[src/pkg/rtc_regs.svh]
// rtc register map, field positions, reset values and cycle figures
// assumes a 32-bit classic wishbone slave with 16-bit registers in bits 15:0
// Operation
// - 32-bit counter counts time-base ticks
// - 20-bit divider derives tick from rtc clock
// - tick period programmable up to one second
// - seconds interrupt once per tick when enabled
// - alarm interrupt when counter equals alarm
// - software loads counter, counting continues from it
// - rtc clock: fast ext/128, slow ext, slow int
// - 16-bit registers over bus; stat and div read-only, clr write-only
// - bus side on bus clock, core synchronised
// - system reset clears interface and control register
// - core cleared only by backup-domain reset
`ifndef RTC_REGS_SVH
`define RTC_REGS_SVH

// word indices, byte address is four times the index
`define RTC_IDX_CTRL 4'h0
`define RTC_IDX_STAT 4'h1
`define RTC_IDX_CLR 4'h2
`define RTC_IDX_CFG 4'h3
`define RTC_IDX_PSC_HI 4'h4
`define RTC_IDX_PSC_LO 4'h5
`define RTC_IDX_DIV_HI 4'h6
`define RTC_IDX_DIV_LO 4'h7
`define RTC_IDX_CNT_HI 4'h8
`define RTC_IDX_CNT_LO 4'h9
`define RTC_IDX_ALM_HI 4'ha
`define RTC_IDX_ALM_LO 4'hb

// reset values
`define RTC_CTRL_RST 3'h0
`define RTC_STAT_RST 3'h0
`define RTC_PSC_RST 20'h07fff
`define RTC_CNT_RST 32'h0000_0000
`define RTC_ALM_RST 32'h0000_0000
`define RTC_DIV_ZERO 20'h00000
`define RTC_CNT_ONES 32'hffff_ffff
`define RTC_CNT_STEP 32'h0000_0001
`define RTC_DIV_STEP 20'h00001
`define RTC_HI_PAD 16'h0000
`define RTC_PSC_PAD 12'h000
`define RTC_FLAG_PAD 13'h0000
`define RTC_SRC_PAD 14'h0000

// high-speed oscillator predivide: one pulse per 128 rising edges
`define RTC_HSE_LAST 7'h7f
`define RTC_HSE_RST 7'h00
`define RTC_HSE_STEP 7'h01

`endif

[src/pkg/rtc_pkg.sv]
// rtc shared types: interrupt flags, clock source codes, bus write request
// assumes the map constants of rtc_regs.svh
package rtc_pkg;

    typedef logic [15:0] rtc_half_t;

    // bit 0 seconds, bit 1 alarm, bit 2 overflow
    typedef struct packed {
        logic ovf;
        logic alarm;
        logic sec;
    } rtc_flags_t;

    typedef enum logic [1:0] {
        RTC_SRC_HSE = 2'h0,
        RTC_SRC_LSE = 2'h1,
        RTC_SRC_LSI = 2'h2
    } rtc_src_t;

    typedef struct packed {
        logic we;
        logic [3:0] idx;
        logic [1:0] sel;
        rtc_half_t dat;
    } rtc_wreq_t;

endpackage

[src/rtl/rtc_top.sv]
// rtc core with prescaler, 32-bit counter, alarm compare and interrupt flags
// assumes a classic wishbone master, oscillator inputs synchronous to clk_i
// and toggling no faster than a quarter of clk_i
`timescale 1ns/1ps
`default_nettype none
`include "rtc_regs.svh"

module rtc_top (
    input wire logic clk_i,
    input wire logic rst_i,
    input wire logic bkp_rst_i,
    input wire logic ce_i,
    input wire logic backup_write_unlock_i,
    input wire logic hse_osc_i,
    input wire logic lse_osc_i,
    input wire logic lsi_osc_i,
    input wire logic wb_cyc_i,
    input wire logic wb_stb_i,
    input wire logic wb_we_i,
    input wire logic [5:0] wb_adr_i,
    input wire logic [3:0] wb_sel_i,
    input wire logic [31:0] wb_dat_i,
    output logic [31:0] wb_dat_o,
    output logic wb_ack_o,
    output logic irq_o,
    output logic time_base_tick_o
);

    // byte-lane merge of a 16-bit register half
    function automatic rtc_pkg::rtc_half_t merge(
        input rtc_pkg::rtc_half_t old_v,
        input rtc_pkg::rtc_half_t new_v,
        input logic [1:0] sel
    );
        merge = {sel[1] ? new_v[15:8] : old_v[15:8],
                 sel[0] ? new_v[7:0] : old_v[7:0]};
    endfunction

    // bus-domain state, cleared by system reset
    logic [2:0] ctrl_en;
    rtc_pkg::rtc_flags_t stat;
    // core state, cleared only by backup reset
    rtc_pkg::rtc_src_t src;
    logic [19:0] reload;
    logic [19:0] div;
    logic [31:0] cnt;
    logic [31:0] alm;
    logic [6:0] hse_cnt;
    logic hse_prev;
    logic lse_prev;
    logic lsi_prev;

    // request carrier
    rtc_pkg::rtc_wreq_t req;
    assign req = '{we: wb_we_i, idx: wb_adr_i[5:2], sel: wb_sel_i[1:0],
                   dat: wb_dat_i[15:0]};

    // one answer per request; the ack term keeps a held request single
    wire bus_hit = wb_cyc_i & wb_stb_i & ~wb_ack_o;
    // writes land at the edge that samples ack, where the master sees them
    wire wr = wb_cyc_i & wb_stb_i & wb_ack_o & req.we;
    // core writes need the backup unlock, otherwise silently dropped
    wire core_wr = wr & backup_write_unlock_i;
    wire wr_ctrl = wr && (req.idx == `RTC_IDX_CTRL);
    wire wr_clr = wr && (req.idx == `RTC_IDX_CLR);
    wire wr_cfg = core_wr && (req.idx == `RTC_IDX_CFG);
    wire wr_psc_hi = core_wr && (req.idx == `RTC_IDX_PSC_HI);
    wire wr_psc_lo = core_wr && (req.idx == `RTC_IDX_PSC_LO);
    wire wr_cnt_hi = core_wr && (req.idx == `RTC_IDX_CNT_HI);
    wire wr_cnt_lo = core_wr && (req.idx == `RTC_IDX_CNT_LO);
    wire wr_alm_hi = core_wr && (req.idx == `RTC_IDX_ALM_HI);
    wire wr_alm_lo = core_wr && (req.idx == `RTC_IDX_ALM_LO);
    wire psc_wr = wr_psc_hi | wr_psc_lo;
    wire cnt_wr = wr_cnt_hi | wr_cnt_lo;

    // oscillator edge detection; inputs are already in the clk_i domain,
    // and the quarter-rate limit guarantees every edge is seen
    wire hse_rise = hse_osc_i & ~hse_prev;
    wire lse_rise = lse_osc_i & ~lse_prev;
    wire lsi_rise = lsi_osc_i & ~lsi_prev;
    wire hse_div_rise = hse_rise && (hse_cnt == `RTC_HSE_LAST);
    wire [6:0] next_hse_cnt = hse_rise ? hse_cnt + `RTC_HSE_STEP : hse_cnt;

    // clock source select; the core advances on enables, not on a clock
    wire rtc_edge = (src == rtc_pkg::RTC_SRC_HSE) ? hse_div_rise :
                    (src == rtc_pkg::RTC_SRC_LSE) ? lse_rise :
                    (src == rtc_pkg::RTC_SRC_LSI) ? lsi_rise : 1'b0;

    // prescaler: count down, tick and reload at zero, factor reload+1
    wire div_zero = (div == `RTC_DIV_ZERO);
    wire tick = ce_i & rtc_edge & div_zero;
    // merged halves as named wires, a call result cannot be part-selected
    wire [15:0] psc_hi_m = merge({`RTC_PSC_PAD, reload[19:16]}, req.dat, req.sel);
    wire [19:0] next_reload = wr_psc_hi ?
        {psc_hi_m[3:0], reload[15:0]} :
        wr_psc_lo ? {reload[19:16], merge(reload[15:0], req.dat, req.sel)} :
        reload;
    // a new prescale restarts the divider so the first period is whole
    wire [19:0] next_div = psc_wr ? next_reload :
                           (rtc_edge && div_zero) ? reload :
                           rtc_edge ? div - `RTC_DIV_STEP : div;

    // counter: a software load wins over a tick in the same cycle
    wire [31:0] cnt_inc = cnt + `RTC_CNT_STEP;
    wire [31:0] next_cnt = wr_cnt_hi ?
        {merge(cnt[31:16], req.dat, req.sel), cnt[15:0]} :
        wr_cnt_lo ? {cnt[31:16], merge(cnt[15:0], req.dat, req.sel)} :
        tick ? cnt_inc : cnt;
    wire [31:0] next_alm = wr_alm_hi ?
        {merge(alm[31:16], req.dat, req.sel), alm[15:0]} :
        wr_alm_lo ? {alm[31:16], merge(alm[15:0], req.dat, req.sel)} : alm;
    wire [15:0] src_m = merge({`RTC_SRC_PAD, src}, req.dat, req.sel);
    wire [1:0] src_code = src_m[1:0];

    // events
    wire ev_alarm = tick & ~cnt_wr & (cnt_inc == alm);
    wire ev_ovf = tick & ~cnt_wr & (cnt == `RTC_CNT_ONES);
    rtc_pkg::rtc_flags_t ev;
    assign ev = '{ovf: ev_ovf, alarm: ev_alarm, sec: tick};

    // sticky flags: set wins over a clear in the same cycle
    wire [2:0] clr_mask = wr_clr ? (wb_dat_i[2:0] & {3{req.sel[0]}}) :
                          `RTC_STAT_RST;
    rtc_pkg::rtc_flags_t next_stat;
    assign next_stat = (stat & ~clr_mask) | ev;
    wire [15:0] ctrl_m = merge({`RTC_FLAG_PAD, ctrl_en}, req.dat, req.sel);
    wire [2:0] next_ctrl = wr_ctrl ? ctrl_m[2:0] : ctrl_en;
    wire irq_now = |(stat & ctrl_en);

    // read selection, unmapped and write-only words read zero
    wire [15:0] rdata =
        (req.idx == `RTC_IDX_CTRL) ? {`RTC_FLAG_PAD, ctrl_en} :
        (req.idx == `RTC_IDX_STAT) ? {`RTC_FLAG_PAD, stat} :
        (req.idx == `RTC_IDX_CFG) ? {`RTC_SRC_PAD, src} :
        (req.idx == `RTC_IDX_PSC_HI) ? {`RTC_PSC_PAD, reload[19:16]} :
        (req.idx == `RTC_IDX_PSC_LO) ? reload[15:0] :
        (req.idx == `RTC_IDX_DIV_HI) ? {`RTC_PSC_PAD, div[19:16]} :
        (req.idx == `RTC_IDX_DIV_LO) ? div[15:0] :
        (req.idx == `RTC_IDX_CNT_HI) ? cnt[31:16] :
        (req.idx == `RTC_IDX_CNT_LO) ? cnt[15:0] :
        (req.idx == `RTC_IDX_ALM_HI) ? alm[31:16] :
        (req.idx == `RTC_IDX_ALM_LO) ? alm[15:0] : `RTC_HI_PAD;

    // bus slave: ack one cycle after the request, dropped the cycle after
    always_ff @(posedge clk_i) begin
        if (rst_i) begin
            wb_ack_o <= 1'b0;
            wb_dat_o <= {`RTC_HI_PAD, `RTC_HI_PAD};
        end else if (ce_i) begin
            wb_ack_o <= bus_hit;
            if (bus_hit) begin
                wb_dat_o <= {`RTC_HI_PAD, rdata};
            end
        end
    end

    // control and interrupt state on the system reset
    always_ff @(posedge clk_i) begin
        if (rst_i) begin
            ctrl_en <= `RTC_CTRL_RST;
            stat <= `RTC_STAT_RST;
            irq_o <= 1'b0;
            time_base_tick_o <= 1'b0;
        end else if (ce_i) begin
            ctrl_en <= next_ctrl;
            stat <= next_stat;
            irq_o <= irq_now;
            time_base_tick_o <= tick;
        end
    end

    // core keeps time across system reset; only backup reset clears it
    always_ff @(posedge clk_i) begin
        if (bkp_rst_i) begin
            src <= rtc_pkg::RTC_SRC_HSE;
            reload <= `RTC_PSC_RST;
            div <= `RTC_PSC_RST;
            cnt <= `RTC_CNT_RST;
            alm <= `RTC_ALM_RST;
        end else if (ce_i) begin
            if (wr_cfg) begin
                src <= rtc_pkg::rtc_src_t'(src_code);
            end
            reload <= next_reload;
            div <= next_div;
            cnt <= next_cnt;
            alm <= next_alm;
        end
    end

    // oscillator history; the previous level must survive system reset
    always_ff @(posedge clk_i) begin
        if (bkp_rst_i) begin
            hse_cnt <= `RTC_HSE_RST;
            hse_prev <= 1'b0;
            lse_prev <= 1'b0;
            lsi_prev <= 1'b0;
        end else if (ce_i) begin
            hse_cnt <= next_hse_cnt;
            hse_prev <= hse_osc_i;
            lse_prev <= lse_osc_i;
            lsi_prev <= lsi_osc_i;
        end
    end
endmodule

`default_nettype wire

[config.mk]
export PLATFORM = sky130hd
export DESIGN_NAME = rtc_top
export DESIGN_NICKNAME = d
export VERILOG_FILES = /design/src/pkg/rtc_pkg.sv /design/src/rtl/rtc_top.sv
export VERILOG_INCLUDE_DIRS = /design/src /design/src/pkg
export SDC_FILE = /design/constraint.sdc
export NUM_CORES = 1
export LEC_CHECK = 0
export BUFFER_PORTS_ARGS = -buffer_cell sky130_fd_sc_hd__clkbuf_2
export CAP_MARGIN = 20
export CORE_MARGIN = 2
export CORE_UTILIZATION = 51
export CTS_CLUSTER_DIAMETER = 200
export CTS_CLUSTER_SIZE = 25
export DETAILED_ROUTE_END_ITERATION = 8
export HOLD_SLACK_MARGIN = 0.06
export PLACE_DENSITY = 0.68
export SYNTH_ARGS = -nofsm -noshare
export SYNTH_HDL_FRONTEND = slang
export SYNTH_SLANG_ARGS = --single-unit
[constraint.sdc]
create_clock -name clk_i -period 8.2 [get_ports clk_i]
set_input_delay 2.46 -clock clk_i [delete_from_list [all_inputs] [get_ports clk_i]]
set_output_delay 2.46 -clock clk_i [all_outputs]
set_load 0.1 [all_outputs]
## Yosys cells after proc, flatten, opt, wreduce, memory -nomap -nowiden

Cells that the tools add are included.

| storage, ports and cells | value |
|---|---|
| bits in latches | 0 |
| bits of input ports | 53 |
| memories | 0 |
| ROM bits | 0 |
| output and inout bits | 35 |
| memory bits (writable) | 0 |
| logic and storage cells | 137 |
| register bits | 141 |

| cells by class | value |
|---|---|
| shifts and indexed selects | 0 |
| multiply operators | 0 |
| muxes and demuxes | 32 |
| bitwise logic cells | 27 |
| div/mod/pow operators | 0 |
| reduce and logical (&&, ||, !) cells | 31 |
| order comparisons | 0 |
| equal/unequal tests | 21 |
| add/sub/neg operators | 3 |

Operators with widths:

| operator | count |
|---|---|
| $mux W16 | 13 |
| $mux W32 | 4 |
| $mux W20 | 4 |
| $mux W8 | 6 |
| $add A32 B1 Y32 const B | 1 |
| $eq A32 B32 Y1 | 1 |
| $eq A32 B32 Y1 const B | 1 |
| $reduce_and A4 Y1 | 6 |
| $logic_not A20 Y1 | 1 |
| $sub A20 B1 Y20 const B | 1 |
| $eq A4 B3 Y1 const B | 4 |
| $eq A4 B4 Y1 const B | 4 |
| $and A1 B1 Y1 | 13 |
| $reduce_and A3 Y1 | 4 |
| $logic_and A1 B1 Y1 | 11 |
| $ne A2 B2 Y1 const B | 5 |
| $and A3 B3 Y3 | 3 |
| $eq A4 B2 Y1 const B | 2 |
| $add A7 B1 Y7 const B | 1 |
| $eq A7 B7 Y1 const B | 1 |
| $not A1 Y1 | 7 |
| $reduce_and A2 Y1 | 3 |
| $eq A4 B1 Y1 const B | 1 |
| $logic_not A4 Y1 | 1 |
| 12 further kinds | 16 |

## Logic depth before layout (Yosys ltp)

Gate-level depths: netlist of the first run.

| depth | value |
|---|---|
| word-level depth | 12 |
| depth in mapped cells | 11 |
| depth with buffers taken out | 10 |

## Worst setup path before layout of the first run

OpenSTA, ideal clock, no wires.

| path | value |
|---|---|
| path kind | input to register |
| start | in wb_adr_i[4] |
| end | reg cnt[4] |
| path slack | 3.605 ns |
| stages on the path | 9 |
| arrival time | 4.525 ns |
| path buffers | 3 |
| setup time | 0.070 ns |
| data required time | 8.130 ns |
| cell sequence | clkbuf_1 nand2b_1 nor4_1 and2_1 clkbuf_1 clkbuf_1 a21oi_1 or2_2 a21oi_1 |

| between the ends | value |
|---|---|
| cells in the longest elaborated chain, start to end | 4 |
| elaborated cells between the ends (all ways) | 9 |
| classes of those cells | eq/ne (3); mux (1); bitwise (1); reduce/logical (4) |

Ends and longest elaborated chain:

| item | line | text |
|---|---|---|
| start, declared | rtc_top.sv:20 | `input wire logic [5:0] wb_adr_i,` |
| $eq A4 B4 Y1 (no source line) | n/a |  |
| $logic_and A1 B1 Y1, on equally long branches | rtc_top.sv:70, rtc_top.sv:69 |  |
| $ne A2 B2 Y1 (no source line) (tied with other cells) | n/a |  |
| $reduce_and A4 Y1 (no source line) | n/a |  |
| end signal, assigned | rtc_top.sv:178 | `` cnt <= `RTC_CNT_RST; `` |
| end signal, assigned | rtc_top.sv:186 | `cnt <= next_cnt;` |
| end, declared | rtc_top.sv:46 | `logic [31:0] cnt;` |

Parallel ways exist; a longest one is shown, timed or not. The select of a mux whose other input is x is not followed.
A chain may end at the register's enable or synchronous reset.

## Worst setup path in the final report of the first run

| path | value |
|---|---|
| start | in wb_adr_i[4] |
| end | reg reload[13] |

| between the ends | value |
|---|---|
| cells in the longest elaborated chain, start to end | 4 |
| elaborated cells between the ends (all ways) | 6 |
| classes of those cells | eq/ne (2); mux (2); reduce/logical (2) |

Ends and longest elaborated chain:

| item | line | text |
|---|---|---|
| $eq A4 B3 Y1 (no source line) | n/a |  |
| $logic_and A1 B1 Y1 | rtc_top.sv:68 | `` wire wr_psc_lo = core_wr && (req.idx == `RTC_IDX_PSC_LO); `` |
| $mux W16 | rtc_top.sv:96 | `wr_psc_lo ? {reload[19:16], merge(reload[15:0], req.dat, req.sel)} :` |
| $mux W20 (*) | rtc_top.sv:94 | `wire [19:0] next_reload = wr_psc_hi ?` |
| end signal, assigned | rtc_top.sv:176 | `` reload <= `RTC_PSC_RST; `` |
| end signal, assigned | rtc_top.sv:184 | `reload <= next_reload;` |
| end, declared | rtc_top.sv:44 | `logic [19:0] reload;` |

Mark *: on every way between the ends. The rest lies on a longest branch, timed or not.

==> results.yml, run 1 <==
cells_and_area:
  drive_above_1_share_pct: 11.0
  n_antenna_cell: 0
  finalNonFillerCells: 1411
  fin_nets: 1231
  fillers: 1643
  area_growth_pct: 8.73
cts:
  cts_setup_buffers: 0
  insertion_delay_ns: 0.44
  cts_root_buffer: "clkbuf_16"
  path_clk_slew_ns: 0.06
  postCtsHoldBufs: 0
  cts_resized: 0
  cts_buffers: 17
  cts_sinks: 141
  htreeDepth: 4
  cts_tree: "built"
  cts_buffer_depth: 2
sta:
  min_period_ns: 4.83
  max_freq_mhz: 207
  tns_ns: 0
  clock-skew-final_ns: 0.00709
  slew_headroom_pct: 30.6
  finalSetupViolCount: 0
  hold_viol_final: 0
  final.setup.worst_slack_ns: 3.37
  fin_crit_sh_pct: 58.9
  tightest_slew_ns: 1.04
  slew_violations: 0
  rsz0062_at_grt: "false"
flow_run:
  maxCapViolCount: 0
logic_synthesis:
  synth_common_cells: "nand2_1, dfxtp_1, nor2_1, a21oi_1, o21ai_0"
  ys_async_sr_fraction_pct: 0
  syn_area_mm2: 0.00882
  yosys-top-cells-area: "dfxtp_1, nand2_1, a21oi_1, nor2_1, o21ai_0"
  yosysMostFrequentCell: "nand2_1"
  synth_edf_count: 0
  synth.ff_latch_count: 141
  syn_inst: 1180
  synth.distinct_cells: 80
  synth_top_cell_by_area: "dfxtp_1"
  yosys_warnings: 0
  avgSynthCellArea_um2: 7.47
  synth_top_area_share_pct: 32.0
  synthFlopType: "dfxtp_1"
  ys_seq_area_share_pct: 32.0
global_routing:
  grt_max_degree: 103
  grt_usage_pct: 32.2
  grt_pass1_vias: 8083
  grt_pass1_wl_um: 45200
  grt_overflow_total: 0
  antenna_found_initial: 0
worst_setup_path:
  crit_path_end_kind: "flip-flop"
  startpoint_type: "input port"
  rr_worst_depth: 8
  r2r_slack_ns: 4.83
  cp.arrival_ns: 5.16
  crit_type: "in2reg"
  cp.required_ns: 8.53
  crit_path_max_fanout: 17
  endpoint: "reload[13]"
  r2r_end: "div[13]"
  r2r-start: "div[0]"
  cp-startpoint: "wb_adr_i[4]"
die:
  die_w_um: 135
  die_y_um: 135
  io_pins: 88
  rows: 48
  coreArea_mm2: 0.0171
  fp.dieArea_mm2: 0.0184
  initial_core_util_pct: 51.5
drt:
  post_drt_wl_per_cell_um: 20.6
  drt-vias-per-instance: 6.28
  vias: 8864
  drc: 0
  ant_nets: 0
  drtPass1Iterations: 9
  drt_iter0_markers: 1103
  wl_um: 29100
placement:
  port_buffers: 51
  hpwlAfterDp_um: 19900
  pre_cts_ws_ns: 3.00
  dp_cells: 1380
  gp_congestion: 0.976
power:
  vdd_drop_max_uv: 160
  p_per_area_mw_per_mm2: 162
  p_leak_nw: 3.29
worst_hold_path:
  hp-class: "reg2reg"
outcome:
  outcome: "completed"
## state kept, by name, indices dropped and copies added (netlist names), 2 cells and up
name	count
stat	3
hse_cnt	7
cnt	32
alm	32
div	20
src	2
reload	20
ctrl_en	3
wb_dat_o	16
## cells by family after synthesis
logic type	count (synthesis)	synth area share [%]
AO/OA/AOI/OAI	321	23.0
multiplexers	27	4.58
other	1	0.0425
flip-flops	141	32.0
XOR/XNOR	68	6.75
adder cells (fa/ha/maj)	4	0.539
buffers and inverters	115	6.00
AND/OR/NAND/NOR	503	27.1
## power breakdown
group          total [mW]  switching (mW)  internal (mW)
Sequential          0.690         0.00189          0.688
Combinational       0.128           0.104         0.0245
Clock               0.735           0.317          0.418
## stage by stage
step	util, %	hold WS, ns	cell area (µm²)	power [mW]
detailed placement	52.7	0.455	9020	0.829
global placement	52.7	0.445	9020	0.829
floorplan	-	0.436	8870	0.799
CTS	55.9	0.463	9560	1.55
finish	56.0	0.459	9590	1.55
global route	56.0	0.495	9590	1.59
## how the worst min path moves through the flow
stage | start | end | slack (ns) | cells after the start
finish | time_base_tick_o | time_base_tick_o | 0.46 | 2
global route | reload[17] | reload[17] | 0.50 | 2
CTS | time_base_tick_o | time_base_tick_o | 0.46 | 2
detailed placement | time_base_tick_o | time_base_tick_o | 0.45 | 2
global placement | reload[17] | reload[17] | 0.44 | 2
floorplan | reload[17] | reload[17] | 0.44 | 2
## routing by layer
| layer | GRT usage (%) | share of wire, % | up-vias |
|---|---|---|---|
| li1 | - | - | 4180 |
| met1 | 42.8 | 43 | 4171 |
| met2 | 49.3 | 45 | 430 |
| met3 | 8.79 | 8.8 | 83 |
| met4 | 13.5 | 3.5 | 0 |
| met5 | 0 | 0 | - |
## worst max-delay path, stage by stage
cell and delay, ns:
clkbuf_2 0.28, nand2b_1 0.16, nor2_1 0.23, and2_1 0.60, nand3_1 0.45, nor2_1 0.61
nor2_1 0.08, a211o_1 0.28
## area by class of cell
type | count | area, µm² | area share, %
Multi-Input combinational cell | 939 | 5530 | 57.7
Sequential cell | 141 | 2820 | 29.4
Clock buffer | 18 | 439 | 4.58
Timing Repair Buffer | 63 | 368 | 3.84
Tap cell | 225 | 282 | 2.94
Clock inverter | 12 | 98.8 | 1.03
Inverter | 13 | 48.8 | 0.509
## placed cells by master, fill, tap and decap left out, types with 10 or more instances in the layout
| master | n |
|---|---|
| xnor2_1 | 35 |
| nor2_1 | 130 |
| a22oi_1 | 16 |
| a222oi_1 | 13 |
| xor2_1 | 33 |
| nand3_1 | 39 |
| mux2i_1 | 10 |
| inv_1 | 13 |
| clkbuf_2 | 50 |
| and3_1 | 23 |
| mux4_2 | 10 |
| nand3b_1 | 11 |
| and2_1 | 15 |
| nand2_1 | 177 |
| clkbuf_16 | 17 |
| conb_1 | 16 |
| o221ai_1 | 11 |
| buf_4 | 12 |
| nor3_1 | 24 |
| o31ai_1 | 12 |
| a21oi_1 | 129 |
| nand4_1 | 13 |
| o21ai_0 | 66 |
| dfxtp_1 | 141 |
(Power assumes the default switching activity.)
==> run 2: changes to the inputs <==
ABC_AREA = 1   (was unset)
PLACE_DENSITY = 0.71   (was 0.68)
clock period = 4 ns   (was 8.2 ns; I/O delays follow)
==> results.yml, run 2 <==
cts:
  cts_buffers: 17
  cts_tree: "built"
  insertion_delay_ns: 0.44
  cts_root_buffer: "clkbuf_16"
  cts_resized: 0
  path_clk_slew_ns: 0.06
  cts_setup_buffers: 0
  cts_buffer_depth: 2
  postCtsHoldBufs: 0
  cts_sinks: 141
  htreeDepth: 4
logic_synthesis:
  syn_inst: 1387
  synth.distinct_cells: 55
  synth_top_area_share_pct: 31.3
  yosys-top-cells-area: "dfxtp_1, nand2_1, a21oi_1, o21ai_0, inv_1"
  ys_async_sr_fraction_pct: 0
  avgSynthCellArea_um2: 6.50
  synth_top_cell_by_area: "dfxtp_1"
  yosysMostFrequentCell: "nand2_1"
  synth_common_cells: "nand2_1, a21oi_1, o21ai_0, inv_1, dfxtp_1"
  yosys_warnings: 0
  synth_edf_count: 0
  synthFlopType: "dfxtp_1"
  synth.ff_latch_count: 141
  ys_seq_area_share_pct: 31.3
  syn_area_mm2: 0.00902
global_routing:
  grt_pass1_vias: 8638
  grt_usage_pct: 32.7
  antenna_found_initial: 0
  grt_max_degree: 61
  grt_pass1_wl_um: 46900
  grt_overflow_total: 0
drt:
  highest_layer: "met4"
  wl_met1_um: 13400
  drt-vias-per-instance: 5.79
  vias: 9588
  drtPass1Iterations: 6
  drt_iter0_markers: 1089
  dr_wl_met2_um: 13100
  route.met3.wl_um: 2460
  wl_um: 30000
  drc: 0
  ant_nets: 0
  post_drt_wl_per_cell_um: 18.1
placement:
  dp_cells: 1625
  hpwlAfterDp_um: 22000
  port_buffers: 51
  gp_congestion: 0.983
die:
  initial_core_util_pct: 52.1
  coreArea_mm2: 0.0173
  io_pins: 88
  rows: 48
  die_w_um: 137
  die_y_um: 137
  fp.dieArea_mm2: 0.0188
worst_hold_path:
  worstHoldStart: "wb_dat_o[12]"
  whs_path_depth: 2
  min_to: "wb_dat_o[12]"
  hp-class: "reg2reg"
power:
  p_per_area_mw_per_mm2: 342
  vdd_drop_max_uv: 314
  p_leak_nw: 3.98
worst_setup_path:
  r2r-start: "cnt[0]"
  r2r_slack_ns: 0.67
  crit_path_max_fanout: 11
  startpoint_type: "flip-flop"
  r2r_end: "stat[1]"
  crit_path_end_kind: "flip-flop"
  cp.arrival_ns: 3.69
  cp.required_ns: 4.36
  rr_worst_depth: 13
  crit_type: "reg2reg"
cells_and_area:
  area_growth_pct: 10.8
  n_antenna_cell: 0
  top_regs: "alm (32), cnt (32)"
  fin_nets: 1475
  fillers: 1721
  finalNonFillerCells: 1657
  drive_above_1_share_pct: 12.2
  final_common_cell: "nand2_1"
  most-common-layout-cells: "nand2_1, a21oi_1, o21ai_0"
sta:
  max_freq_mhz: 300
  fin_crit_sh_pct: 83.3
  slew_violations: 0
  rsz0062_at_grt: "false"
  tns_ns: 0
  hold_viol_final: 0
  min_period_ns: 3.33
  clock-skew-final_ns: 0.00942
  finalSetupViolCount: 0
  slew_headroom_pct: 47.6
  tightest_slew_ns: 0.786
outcome:
  outcome: "completed"
flow_run:
  maxCapViolCount: 0
[run 2: changes by cell type after synthesis, moves of 15 or more]
cell | previous run | this run
inv_1 | 13 | 153
nand2_1 | 177 | 272
o21ai_0 | 66 | 160
a21oi_1 | 129 | 167
clkbuf_1 | 64 | 34
xnor2_1 | 35 | 8
and3_1 | 23 | 1
o211ai_1 | 4 | 25
nand3_1 | 39 | 56
o22ai_1 | 5 | 22
inv_2 | 0 | 16
and2_1 | 15 | 0
[run 2: worst max-delay path by stage]
| stage | from | end | slack [ns] | cells after the start |
|---|---|---|---|---|
| 2_1_floorplan | wb_we_i | div[10] | 1.38 | 12 |
| 3_3_place_gp | wb_adr_i[5] | alm[7] | 0.58 | 8 |
| 3_5_place_dp | lsi_osc_i | cnt[22] | 0.65 | 10 |
| 4_1_cts | cnt[0] | stat[1] | 0.81 | 13 |
| 5_1_grt | cnt[0] | stat[1] | 0.53 | 13 |
| 6_report | cnt[0] | stat[1] | 0.67 | 13 |
[run 2: worst max-delay path, stage by stage (launching register included)]
cell,delay [ns]
dfxtp_1,0.55
ha_1,0.40
nand2_1,0.13
nor2_2,0.41
nand2_1,0.23
o21ai_1,0.21
nand2_1,0.10
a21oi_1,0.17
nand3_1,0.09
nor2_1,0.25
nand4_1,0.18
nor2_1,0.13
nand4_1,0.22
a21oi_1,0.19
[run 2: cells by family (layout without fill, tap and decap cells)]
kind of cell               count (synthesis)  count (layout)  synth area share, %
and+or+nand+nor                          537             537                 26.5
AOI/OAI and AO/OA                        428             428                 27.2
other                                      1              16               0.0416
adders and majority gates                  3               3                0.416
xor gates and xnor gates                  32              32                 3.11
buffers and inverters                    245             275                 11.5
DFF                                      141             141                 31.3
[run 2: area by class of cell]
| class | count | area [µm²] | share of cell area [%] |
|---|---|---|---|
| Timing Repair Buffer | 68 | 383 | 3.83 |
| Tap cell | 225 | 282 | 2.82 |
| Clock inverter | 14 | 181 | 1.82 |
| Clock buffer | 18 | 439 | 4.40 |
| Sequential cell | 141 | 2820 | 28.3 |
| Multi-Input combinational cell | 1016 | 5220 | 52.2 |
| Inverter | 175 | 663 | 6.64 |
[run 2: through the flow]
step | cell area [µm²] | power [mW] | utilization [%] | hold WS [ns] | setup WS, ns
global placement | 9370 | 1.74 | 54.1 | 0.439 | 0.579
detailed placement | 9370 | 1.75 | 54.1 | 0.454 | 0.654
CTS | 9990 | 3.42 | 57.7 | 0.465 | 0.811
global route | 9990 | 3.52 | 57.7 | 0.478 | 0.534
finish | 9990 | 3.42 | 57.7 | 0.463 | 0.668
floorplan | 9070 | 1.68 | - | 0.429 | 1.38
[run 2: routing by layer]
metal  up-vias  global-route usage (%)
met2       448                    50.2
li1       4673                       -
met3        65                    5.56
met4         0                    13.3
met1      4402                    45.3
met5         -                       0
[run 2: where the power goes]
group	leakage, nW	switching [mW]	internal [mW]
clock	0.296	0.691	1.01
sequential	1.14	0.0142	1.42
combinational	2.54	0.227	0.0533
total	3.98	0.932	2.49
